$ cat config.mk
export PLATFORM = sky130hd
export DESIGN_NAME = crs_chip_reset_sequencer
export DESIGN_NICKNAME = d
export VERILOG_FILES = /design/src/design/crs_pkg.sv /design/src/design/crs_chip_reset_sequencer.sv
export SDC_FILE = /design/constraint.sdc
export NUM_CORES = 1
export LEC_CHECK = 0
export ABC_CLOCK_PERIOD_IN_PS = 1700
export BUFFER_PORTS_ARGS = -buffer_cell sky130_fd_sc_hd__buf_2
export CAP_MARGIN = 10
export CORE_MARGIN = 3
export CORE_UTILIZATION = 46
export DETAILED_ROUTE_END_ITERATION = 10
export HOLD_SLACK_MARGIN = 0.06
export PLACE_DENSITY = 0.83
export RECOVER_POWER = 50
export SLEW_MARGIN = 20
export SYNTH_ARGS = -nofsm -noshare
export SYNTH_HDL_FRONTEND = slang
export SYNTH_SLANG_ARGS = --single-unit
$ cat constraint.sdc
create_clock -name core_clk -period 1.7 [get_ports core_clk]
set_clock_uncertainty 0.2 [all_clocks]
set_input_delay 0.17 -clock core_clk [delete_from_list [all_inputs] [get_ports core_clk]]
set_output_delay 0.17 -clock core_clk [all_outputs]
set_load 0.005 [all_outputs]
$ cat src/design/crs_pkg.sv
// package for the chip reset sequencer: timing counts, config word width and reset value, carrier types
// assumes a single reference clock drives the sequencer
package crs_pkg;

   // ==========================================================
   // timing
   // ==========================================================
   localparam int unsigned STRETCH_CYCLES = 1024;
   localparam int unsigned QUIET_CYCLES   = 16;
   localparam int unsigned CNT_W          = 11;
   localparam int unsigned QUIET_W        = 5;

   // ==========================================================
   // configuration word
   // ==========================================================
   localparam int unsigned CFG_W = 16;
   localparam logic [CFG_W-1:0] CFG_RESET = 16'h0000;

   // ==========================================================
   // carrier types
   // ==========================================================
   // internal reset carriers: hard and soft request in (active high), hard and soft reset out (active low at the ports)
   typedef struct packed {
      logic hardReq;
      logic softReq;
   } crs_int_req_t;

   typedef struct packed {
      logic hardRst;
      logic softRst;
   } crs_int_rst_t;

   typedef enum logic [1:0] {
      CRS_POR,
      CRS_HOLD,
      CRS_QUIET,
      CRS_IDLE
   } crs_state_t;

endpackage

$ cat src/design/crs_chip_reset_sequencer.sv
// chip reset sequencer: power-on, hard and soft reset combining and stretching
// pins are asynchronous to core_clk and pass two-stage synchronisers; the pad ring resolves open-drain wires
//
// Contract
// - reset pins open-drain; hard, soft bidirectional
// - output enable follows reset, level ground
// - counters hold detected resets 1024 cycles
// - power-on low forces hard and soft
// - config word captured at power-on release
// - after power-on, hold resets 1024 cycles
// - ignore external resets 16 cycles after release
// - external hard drives all four resets
// - internal hard drives both pins; soft drives soft
// - hard sources: pins, debug, watchdog/checkstop
// - external soft drives soft resets only
// - soft sources: pins, control bit, debug
// - long external hard still stretches 1024 only
// - long external soft still stretches 1024 only
// - soft-reset bit zero starts soft reset
// - store config word, distribute to users
// - test-port logic not reset here
`timescale 1ns/100ps
`default_nettype none

module crs_chip_reset_sequencer #(
   parameter int unsigned STRETCH = crs_pkg::STRETCH_CYCLES,
   parameter int unsigned QUIET   = crs_pkg::QUIET_CYCLES,
   parameter int unsigned CFG_W   = crs_pkg::CFG_W
) (
   input  wire logic                 core_clk,
   input  wire logic                 rst,
   input  wire logic                 powerOnReset_n,
   input  wire logic                 hardResetIn_n,
   output logic                      hardResetOe,
   output logic                      hardResetOut,
   input  wire logic                 softResetIn_n,
   output logic                      softResetOe,
   output logic                      softResetOut,
   input  wire crs_pkg::crs_int_req_t intReq,
   input  wire logic                 softResetBit_n,
   input  wire logic [CFG_W-1:0]     cfgPins,
   output logic [CFG_W-1:0]          resetConfig,
   output crs_pkg::crs_int_rst_t     intRst_n
);

   // ==========================================================
   // input synchronisers
   // ==========================================================
   // two stages per pin; only the second stage feeds detection, so a pin
   // that moves close to an edge costs one cycle, never a split decision
   localparam int unsigned PIN_N = 3;
   logic [PIN_N-1:0] pinLow;
   logic [PIN_N-1:0] syncA;
   logic [PIN_N-1:0] syncB;
   assign pinLow = {~powerOnReset_n, ~hardResetIn_n, ~softResetIn_n};

   genvar gi;
   generate
      for (gi = 0; gi < PIN_N; gi++) begin : g_sync
         always_ff @(posedge core_clk) begin
            if (rst) begin
               syncA[gi] <= 1'b0;
               syncB[gi] <= 1'b0;
            end else begin
               syncA[gi] <= pinLow[gi];
               syncB[gi] <= syncA[gi];
            end
         end
      end
   endgenerate

   logic porAct;
   logic extHard;
   logic extSoft;
   assign porAct  = syncB[2];
   assign extHard = syncB[1];
   assign extSoft = syncB[0];

   // ==========================================================
   // sequencer state
   // ==========================================================
   crs_pkg::crs_state_t state;
   crs_pkg::crs_state_t next_state;
   logic [crs_pkg::CNT_W-1:0]   cnt;
   logic [crs_pkg::QUIET_W-1:0] quietCnt;
   logic                        hardHold;
   logic                        softHold;
   logic                        ownHard;
   logic                        ownSoft;

   // our own pin drive loops back on the pins; pins seen low while we
   // drive them are not new requests, hence the masking below
   logic hardStart;
   logic softStart;
   logic extOk;
   assign extOk     = (state == crs_pkg::CRS_IDLE);
   assign hardStart = intReq.hardReq | (extOk & extHard);
   assign softStart = intReq.softReq | ~softResetBit_n | (extOk & extSoft);

   // an internal hard request that arrives during a soft-only hold widens it to a
   // hard hold and restarts the count; otherwise that hard source would
   // be dropped for good, since internal requests are levels only while
   // the requester chooses to hold them
   logic upgrade;
   assign upgrade = (state == crs_pkg::CRS_HOLD) & ~hardHold & intReq.hardReq;

   logic cntDone;
   assign cntDone = (cnt == crs_pkg::CNT_W'(STRETCH - 1));

   always_comb begin
      next_state = state;
      case (state)
         crs_pkg::CRS_POR: begin
            if (!porAct) begin
               next_state = crs_pkg::CRS_HOLD;
            end
         end
         crs_pkg::CRS_HOLD: begin
            if (porAct) begin
               next_state = crs_pkg::CRS_POR;
            end else if (cntDone && !upgrade) begin
               next_state = crs_pkg::CRS_QUIET;
            end
         end
         crs_pkg::CRS_QUIET: begin
            if (porAct) begin
               next_state = crs_pkg::CRS_POR;
            end else if (hardStart || softStart) begin
               next_state = crs_pkg::CRS_HOLD;
            end else if (quietCnt == crs_pkg::QUIET_W'(QUIET - 1)) begin
               next_state = crs_pkg::CRS_IDLE;
            end
         end
         default: begin
            if (porAct) begin
               next_state = crs_pkg::CRS_POR;
            end else if (hardStart || softStart) begin
               next_state = crs_pkg::CRS_HOLD;
            end
         end
      endcase
   end

   always_ff @(posedge core_clk) begin
      if (rst) begin
         state <= crs_pkg::CRS_POR;
      end else begin
         state <= next_state;
      end
   end

   // ==========================================================
   // stretch counter
   // ==========================================================
   // counts exactly STRETCH cycles regardless of how long a pin stays low
   always_ff @(posedge core_clk) begin
      if (rst) begin
         cnt <= '0;
      end else if (state != crs_pkg::CRS_HOLD) begin
         cnt <= '0;
      end else if (upgrade) begin
         cnt <= '0;
      end else if (!cntDone) begin
         cnt <= cnt + 1'b1;
      end
   end

   always_ff @(posedge core_clk) begin
      if (rst) begin
         quietCnt <= '0;
      end else if (state == crs_pkg::CRS_QUIET) begin
         quietCnt <= quietCnt + 1'b1;
      end else begin
         quietCnt <= '0;
      end
   end

   // which resets the current hold covers; hard implies soft
   // the flags are only loaded outside a hold or by an upgrade, so a pin that stays low
   // for longer than the hold cannot keep the flags up
   always_ff @(posedge core_clk) begin
      if (rst) begin
         hardHold <= 1'b1;
      end else if (porAct) begin
         hardHold <= 1'b1;
      end else if (state == crs_pkg::CRS_HOLD) begin
         if (upgrade) begin
            hardHold <= 1'b1;
         end else if (cntDone) begin
            hardHold <= 1'b0;
         end
      end else if (state != crs_pkg::CRS_POR) begin
         hardHold <= hardStart;
      end
   end

   always_ff @(posedge core_clk) begin
      if (rst) begin
         softHold <= 1'b1;
      end else if (porAct) begin
         softHold <= 1'b1;
      end else if (state == crs_pkg::CRS_HOLD) begin
         if (upgrade) begin
            softHold <= 1'b1;
         end else if (cntDone) begin
            softHold <= 1'b0;
         end
      end else if (state != crs_pkg::CRS_POR) begin
         softHold <= hardStart | softStart;
      end
   end

   // ==========================================================
   // pin and internal reset drive
   // ==========================================================
   // driven level always ground; enable carries the reset, pull-up gives high
   assign ownHard = hardHold;
   assign ownSoft = softHold;
   // the pin enables and the internal resets leave from one register stage
   // each, so the pins and the internal resets move in the same cycle
   always_ff @(posedge core_clk) begin
      if (rst) begin
         hardResetOe  <= 1'b1;
         hardResetOut <= 1'b0;
      end else begin
         hardResetOe  <= ownHard;
         hardResetOut <= 1'b0;
      end
   end

   always_ff @(posedge core_clk) begin
      if (rst) begin
         softResetOe  <= 1'b1;
         softResetOut <= 1'b0;
      end else begin
         softResetOe  <= ownSoft;
         softResetOut <= 1'b0;
      end
   end

   always_ff @(posedge core_clk) begin
      if (rst) begin
         intRst_n <= '0;
      end else begin
         intRst_n.hardRst <= ~ownHard;
         intRst_n.softRst <= ~ownSoft;
      end
   end

   // ==========================================================
   // reset configuration word
   // ==========================================================
   // sampled all through power-on, frozen at its release; test-port logic
   // has its own reset and is not touched here
   // no test-port reset is produced by this block at all
   always_ff @(posedge core_clk) begin
      if (rst) begin
         resetConfig <= CFG_W'(crs_pkg::CFG_RESET);
      end else if (state == crs_pkg::CRS_POR) begin
         resetConfig <= cfgPins;
      end
   end

endmodule

`default_nettype wire

=== After elaboration in Yosys (flattened, before gate mapping) ===
Cells that the tools add are included.

* Add/sub/neg operators: 2
* Multiply operators: 0
* Divide/modulo/power cells: 0
* Order comparisons: 0
* Eq/ne operators: 10
* Shift operators: 0
* Muxes and demuxes: 15
* Bitwise gates (word level): 15
* Reductions and logical operators: 12

{| class="wikitable"
|+ Operators by type and width
! kind !! number
|-
| 2-bit 2-to-1 mux || 8
|-
| 11-bit by 1-bit adder with 11-bit output, second input constant || 1
|-
| 11-bit by 10-bit == test with 1-bit output, second input constant || 1
|-
| 1-bit NOT || 7
|-
| 1-bit 2-to-1 mux || 6
|-
| 2-bit one-hot mux with 3 select lines || 1
|-
| 5-bit by 1-bit adder with 5-bit output, second input constant || 1
|-
| 5-bit by 4-bit == test with 1-bit output, second input constant || 1
|-
| 5-bit nonzero test || 1
|-
| 1-bit AND || 4
|-
| 2-bit == test, second input constant || 2
|-
| 4-bit inequality test, second input constant || 1
|-
| 1-bit OR || 4
|-
| 4-bit AND reduction || 1
|-
| 2-bit nonzero test || 2
|-
| 2-bit OR reduction || 2
|-
| 3-bit by 2-bit inequality test with 1-bit output, second input constant || 1
|-
| 3-bit inequality test, second input constant || 1
|-
| 3-bit OR reduction || 1
|-
| 2-bit by 1-bit == test with 1-bit output, second input constant || 1
|-
| 2-bit zero test || 1
|-
| 2-bit by 1-bit inequality test with 1-bit output, second input constant || 1
|-
| 2-bit inequality test, second input constant || 1
|-
| 2-bit AND reduction || 1
|-
| other kinds (3) || 3
|}

* Register bits: 46
* Latch bits: 0
* Bits in writable memories: 0
* Bits in read-only memories: 0
* Input port bits: 24
* Output and inout port bits: 22
* Word-level logic and storage cells: 70
* Memories kept: 0

=== Depth between registers and ports, before layout ===
Gate-level depths: netlist (run 1).

* Word-level depth: 8
* Mapped depth: 6
* Depth with buffers taken out: 6

=== Worst setup path before layout (run 1) ===
OpenSTA, ideal clock, no wires.

* Path kind: register to register
* From: reg cnt[0] in the netlist's numbering
* To: reg softHold (netlist: ownSoft)
* Arrival: 1.446 ns
* Required time: 1.370 ns
* Slack: -0.076 ns
* Cell stages (with the launch flop): 6
* Clock period less this slack: 1.776 ns
* Cells stage by stage: dfxtp_1 > ha_1 > nand3_2 > or3_4 > and4bb_2 > nor3_1

* Cells in the longest elaborated chain, start to end: 3

{| class="wikitable"
|+ Ends and longest elaborated chain
! item !! line !! source
|-
| from (decl) || crs_chip_reset_sequencer.sv:84 || <nowiki>logic [crs_pkg::CNT_W-1:0] cnt;</nowiki>
|-
| from (signal assigned) || crs_chip_reset_sequencer.sv:164 || <nowiki>cnt <= cnt + 1'b1;</nowiki>
|-
| 11-bit by 10-bit == test with 1-bit output || crs_chip_reset_sequencer.sv:108 || <nowiki>assign cntDone = (cnt == crs_pkg::CNT_W'(STRETCH - 1));</nowiki>
|-
| 3-bit inequality test (no source line) || - ||
|-
| 2-bit AND reduction (no source line) || - ||
|-
| to (signal assigned) || crs_chip_reset_sequencer.sv:209 || <nowiki>softHold <= hardStart | softStart;</nowiki>
|-
| to (decl) || crs_chip_reset_sequencer.sv:87 || <nowiki>logic softHold;</nowiki>
|}

Every way passes these cells.
A chain may end at the register's enable or synchronous reset.

=== Worst setup path after layout (run 1) ===
* From: in rst
* To: reg softHold (netlist: ownSoft)

* Cells in the longest elaborated chain, start to end: 1

{| class="wikitable"
|+ Ends and longest elaborated chain
! item !! line !! source
|-
| from (decl) || crs_chip_reset_sequencer.sv:31 || <nowiki>input wire logic rst,</nowiki>
|-
| 2-bit OR reduction (no source line) || - ||
|}

Every way passes these cells.

==> results.cfg, run 1 <==
[run_status]
outcome = finished, final reports clean

[detailed_routing]
viasPerCell = 4.80
ant_nets = 0
wire_per_inst_um = 11.3
firstDrtPassIters = 4
via_count = 1544
wl_um = 3630
drt_first_iter_violations = 59
drc = 0

[sta]
slew_viol_final = 0
clock.fmax_mhz = 608
post-route-period-util_pct = 96.8
maxSlewHeadroom_pct = 58.3
hold_viol = 0
setup_viol = 0
whs_ns = 0.0942
post-route-min-period_ns = 1.64
tightest_slew_ns = 0.625
rsz0062_at_grt = yes

[power]
p_total_mw = 1.97
powerDensity_nw_per_um2 = 816
p_int_mw = 1.53
p_leak_nw = 0.971
power_switching_mw = 0.438
ir_drop_uv = 852
p_seq_share_pct = 57.3
swShare_pct = 22.2
p_comb_share_pct = 8.9
power.share.clock_pct = 33.8

[run]
drv_cap = 0

[synth]
syn_area_per_cell_sq_um = 8.85
syn_inst = 202
yosys-top-cells-area = dfxtp_1 (52%), nand2_1 (7.6%), a21oi_1 (6.4%), nor2_1 (4.4%), ha_1 (2.1%)
synth.top_cell.area_share_pct = 51.5
synth_area_sq_um = 1790
yosys.cell_types.count = 43
synth-seq-cells = 46
ys_warn_count = 0
synth_area_leader_cell = dfxtp_1
seq_area_frac_synth_pct = 51.5

[cells_and_area]
fin_util_pct = 65.0
final_area_sq_um = 2410
synthToLayoutAreaGrowth_pct = 35.2
final_common_cell = dfxtp_1
nets = 300
fillers = 320
final_cell_mix = dfxtp_1 (42), nand2_1 (36), buf_2 (28), a21oi_1 (23), dlygate4sd3_1 (21)
diodes = 0
drive_gt1_share_pct = 23.7

[setup_path]
crit_buf_inv = 2
r2r-start = cnt[1]$_SDFFE_PP0N_
path_cells = dlygate4sd3_1, buf_2, or2_2, a2111oi_2, nor3_1
cp.required_ns = 1.68
reg2reg_to = ownSoft$_SDFFE_PP1P_
cp-end-kind = flop
crit_type = input pin to flop
worstPathMaxFanout = 6
cp-start-kind = input pin
slowest_delay_ns = 0.52
slowest_stage = dlygate4sd3_1
worstPathArrival_ns = 1.62
cp_top_family = buffers and inverters
rrSetupSlack_ns = 0.06
reg2reg_depth = 5

[place]
dpl.hpwl_um = 2350
globalplace.congestion = 0.835
place_area_sq_um = 2090
io_buffers = 43

[clock_tree]
clock_path_buffers = 2
clock-sinks = 46
numCtsBuffers = 5
clk_latency_ns = 0.29
cts_tree = yes
root_buffer = clkbuf_8
htree_num_levels = 2
cts.clk_slew.worst_paths_ns = 0.08

[min_path]
hold_path_end = state[1]$_SDFFE_PP0P_
hold_path_class = input pin to flop
whs_path_depth = 4
min_from = intReq[0]

[die]
start_util_pct = 48.1
die_y_um = 68.3
die_area_sq_um = 4670
die_w_um = 68.3
coreArea_sq_um = 3720
io_pins = 46
rows = 22

[grt]
antenna_found_initial = 0
grt_pass1_vias = 1344
grt_max_degree = 23
gr-total-overflow = 0
grt_pass1_wl_um = 5750
track_usage_pct = 16.4
-- worst reg2reg max path, cell delays in order (launching register included) --
cell and delay, ns:
dfxtp_2 0.36, ha_4 0.16, nand3_4 0.09, or3_4 0.39
and4bb_2 0.29, nor3_1 0.04
-- per-layer routing --
layer / track usage [%] / vias to the layer above / wire length, um
met3: 6.73 / 4 / 208
li1: - / 812 / -
met1: 19.4 / 697 / 1560
met4: 4.47 / 0 / 32
met5: 0 / - / 0
met2: 27.3 / 31 / 1830
-- sequential cells by signal, summed over array words and instances (netlist names) --
name and cells:
extHard 1, ownSoft 1, softResetOe 1, hardResetOe 1
syncA 3, hardHold 1, extSoft 1, state 2
quietCnt 5, intRst_n 2, cnt 11, resetConfig 16
porAct 1
-- through the flow --
| step | TNS (ns) | cells | setup slack (ns) |
|---|---|---|---|
| after floorplan | 0 | 203 | 0.00692 |
| after CTS | 0 | 322 | 0.0109 |
| after detailed placement | -0.0150 | 292 | -0.00994 |
| after global routing | -0.0125 | 322 | -0.0116 |
| after global placement | 0 | 292 | 0.00985 |
| final | 0 | 322 | 0.0551 |
-- worst max-delay path by stage --
stage,start,to,slack [ns],cells after the start
after CTS,cnt[1]$_SDFFE_PP0N_,ownSoft$_SDFFE_PP1P_,0.01,5
after floorplan,cnt[1]$_SDFFE_PP0N_,ownSoft$_SDFFE_PP1P_,0.007,5
after global placement,state[1]$_SDFFE_PP0P_,resetConfig[10]$_SDFFE_PP0N_,0.01,3
after detailed placement,state[1]$_SDFFE_PP0P_,resetConfig[0]$_SDFFE_PP0N_,-0.01,3
final,rst,ownSoft$_SDFFE_PP1P_,0.06,5
after global routing,cnt[1]$_SDFFE_PP0N_,cnt[5]$_SDFFE_PP0N_,-0.01,5
-- cell type report --
| cell class | count | area [sq um] | area share, % |
|---|---|---|---|
| multi-input combinational | 138 | 818 | 33.9 |
| inverter | 7 | 26.3 | 1.09 |
| clock buffer | 7 | 86.3 | 3.58 |
| tap | 48 | 60.1 | 2.49 |
| clock inverter | 1 | 5.00 | 0.207 |
| timing repair buffer | 75 | 493 | 20.4 |
| sequential | 46 | 926 | 38.3 |
-- power by group through the flow --
stage	Combinational [mW]	Clock, mW	Sequential [mW]
after detailed placement	0.138	0	1.15
final	0.175	0.666	1.13
after global placement	0.135	0	1.15
after global routing	0.197	0.725	1.13
after CTS	0.175	0.683	1.13
after floorplan	0.0755	0	1.15
-- repair_timing --
action                     4_1_cts  5_1_grt
pin swaps                        1        0
cloned                           0        0
setup endpoints to repair       16        4
resized for setup                3        7
setup buffers                    1        0
hold endpoints to repair        24        0
hold buffers                    21        0
-- cells in the mapped netlist --
cell,number
and3b_1,1
nor4bb_1,1
buf_4,2
nand3_2,1
and3_2,1
o2111a_1,1
or3_4,1
a211o_1,1
clkbuf_1,5
and3_1,2
nand2_1,36
a31oi_1,1
o21a_1,1
nand3_1,3
nand4b_1,1
nor4_4,1
nor3b_1,1
xnor2_1,4
o211ai_1,1
a21oi_1,23
nor2b_1,4
or2_2,3
nor3_2,1
xor2_1,2
nand3_4,1
or3b_2,1
nor2_1,21
dfxtp_1,46
a21boi_0,1
buf_2,5
o21ai_0,4
a221oi_1,1
or3_1,3
and4bb_2,1
conb_1,1
a22oi_1,1
ha_1,3
a21o_1,1
inv_1,7
nor3_1,4
nand4_1,1
a2111oi_0,1
nand2b_1,1
-- logic make-up after synthesis --
logic type / synth area share [%]
AOI/OAI and AO/OA: 12.1
adders and majority gates: 2.10
buffers and inverters: 4.76
xor gates and xnor gates: 2.94
DFF: 51.5
other: 0.210
and+or+nand+nor: 26.3
No activity file was read; power rests on OpenSTA's default activity.
==> inputs of run 2 (changes only) <==
- CORE_UTILIZATION: 46 -> 40
- PLACE_DENSITY: 0.83 -> 0.75
==> run 2 against run 1 <==
Effect of this change:
- core utilization fell by 6.3 points
- largest power group unchanged
- register-to-register slack is essentially flat
- clock-buffer cell count shrank 1
- critical path depth shrank 1
- final area is 0.78% higher
- final cell count grew 0.93%
- maximum frequency up 0.77%
- sequential power about the same
- hold slack worse by 0.013 ns
- first-iteration DRC count grew 32%
- wire length up 13%
- power increased by 1.3%
==> results.cfg, run 2 (synthesis gave the netlist of run 1 again) <==
[grt]
grt_pass1_wl_um = 6390
grtUsageMet3_pct = 4.96
top_usage_layer = met2
track_usage_pct = 15.6
grt_pass1_vias = 1469
grt_max_degree = 20
antenna_found_initial = 0
use_met2_pct = 26.4
gr-total-overflow = 0
grtUsageMet1_pct = 18.5

[clock_tree]
clock-sinks = 46
root_buffer = clkbuf_8
cts_tree = yes
htree_num_levels = 2
clk_latency_ns = 0.30
cts.clk_slew.worst_paths_ns = 0.08
numCtsBuffers = 5
clock_path_buffers = 2

[setup_path]
rrSetupSlack_ns = 0.07
cp.required_ns = 1.69
cp-start-kind = flop
r2r-start = cnt[8]$_SDFFE_PP0N_
crit_type = flop to flop
worstPathMaxFanout = 5
reg2reg_depth = 4
worstPathArrival_ns = 1.62
reg2reg_to = ownSoft$_SDFFE_PP1P_
cp-end-kind = flop

[min_path]
hold_path_end = state[1]$_SDFFE_PP0P_
hold_path_class = input pin to flop
whs_path_depth = 4
min_from = intReq[0]

[sta]
setup_slack_ns = 0.0677
setup_viol = 0
slew_viol_final = 0
clock.fmax_mhz = 613
maxSlewHeadroom_pct = 53.1
tightest_slew_ns = 0.703
hold_viol = 0
post-route-period-util_pct = 96.0
rsz0062_at_grt = yes
post-route-min-period_ns = 1.63

[power]
ir_drop_uv = 483
powerDensity_nw_per_um2 = 820
power.share.clock_pct = 34.3
p_total_mw = 2.00
p_seq_share_pct = 56.6
p_int_mw = 1.53
p_comb_share_pct = 9.1
power_switching_mw = 0.463
swShare_pct = 23.2
p_leak_nw = 0.995

[cells_and_area]
fin_cells = 325
final_common_cell = dfxtp_1
diodes = 0
largest_reg_flops = 16
fin_util_pct = 58.7
synthToLayoutAreaGrowth_pct = 36.2
final_cell_mix = dfxtp_1 (42), nand2_1 (36), buf_2 (32), a21oi_1 (23), dlygate4sd3_1 (21)
top_register = resetConfig
nets = 301
drive_gt1_share_pct = 25.8
reg.largest.list = resetConfig: 16 flops, cnt: 11 flops, quietCnt: 5 flops

[die]
start_util_pct = 43.1
die_w_um = 72.8
die_y_um = 72.8
coreArea_sq_um = 4140
die_area_sq_um = 5300
rows = 23
io_pins = 46

[run_status]
outcome = finished, final reports clean

[detailed_routing]
drt_first_iter_violations = 78
wl_um = 4120
ant_nets = 0
wire_per_inst_um = 12.7
firstDrtPassIters = 4
viasPerCell = 4.85
drc = 0
via_count = 1575

[run]
drv_cap = 0

[place]
io_buffers = 43
pre_cts_slack_ns = -0.00194
dpl.hpwl_um = 2510
globalplace.congestion = 0.818
numPlacedInstances = 294
==> run 2: worst max path at each step <==
stage / from / end / cells past startpoint
global placement: cnt[1]$_SDFFE_PP0N_ / ownSoft$_SDFFE_PP1P_ / 5
floorplan: cnt[1]$_SDFFE_PP0N_ / ownSoft$_SDFFE_PP1P_ / 5
CTS: state[1]$_SDFFE_PP0P_ / resetConfig[5]$_SDFFE_PP0N_ / 3
detailed placement: cnt[1]$_SDFFE_PP0N_ / ownSoft$_SDFFE_PP1P_ / 5
finish: cnt[8]$_SDFFE_PP0N_ / ownSoft$_SDFFE_PP1P_ / 4
global route: cnt[1]$_SDFFE_PP0N_ / cnt[0]$_SDFFE_PP0N_ / 6
==> run 2: repair_timing <==
action | in CTS | in global routing
buffers inserted | 0 | 1
pin swaps | 0 | 1
endpoints found under the hold margin | 24 | 0
resized for setup | 1 | 11
hold buffers | 21 | 0
endpoints found under the setup margin | 1 | 25
gates cloned | 0 | 1
==> run 2: layout make-up <==
cell class | count | area (sq um)
multi-input cells | 138 | 821
repair buffers | 76 | 503
flip-flops and latches | 46 | 926
inverters | 7 | 26.3
fillers | 373 | 1710
clock buffers | 6 | 82.6
clock inverters | 2 | 12.5
well taps | 50 | 62.6
==> run 2: critical path, cell delays in order (launching register included) <==
cell and delay (ns):
dfxtp_1 0.41, nand4b_1 0.16, or3_4 0.42, and4bb_2 0.29, nor3_1 0.05
==> run 2: per-layer routing <==
| layer | share of wire, % | up-vias | routed length [um] |
|---|---|---|---|
| li1 | - | 809 | - |
| met1 | 42 | 720 | 1740 |
| met2 | 52 | 44 | 2130 |
| met3 | 5.4 | 2 | 221 |
| met4 | 0.51 | 0 | 21 |
| met5 | 0 | - | 0 |
==> run 2: power groups by stage <==
stage | registers [mW] | clock network (mW) | logic [mW]
2_1_floorplan | 1.15 | 0 | 0.0755
3_3_place_gp | 1.15 | 0 | 0.137
3_5_place_dp | 1.15 | 0 | 0.140
4_1_cts | 1.13 | 0.710 | 0.177
5_1_grt | 1.13 | 0.748 | 0.202
6_report | 1.13 | 0.684 | 0.182
==> run 2: per-stage QoR <==
step | TNS, ns | area, sq um | hold slack (ns)
2_1_floorplan | 0 | 1790 | 0.0367
3_3_place_gp | 0 | 2090 | 0.121
3_5_place_dp | -0.00194 | 2090 | 0.125
4_1_cts | 0 | 2390 | 0.0754
5_1_grt | -0.0713 | 2430 | 0.103
6_report | 0 | 2430 | 0.0817
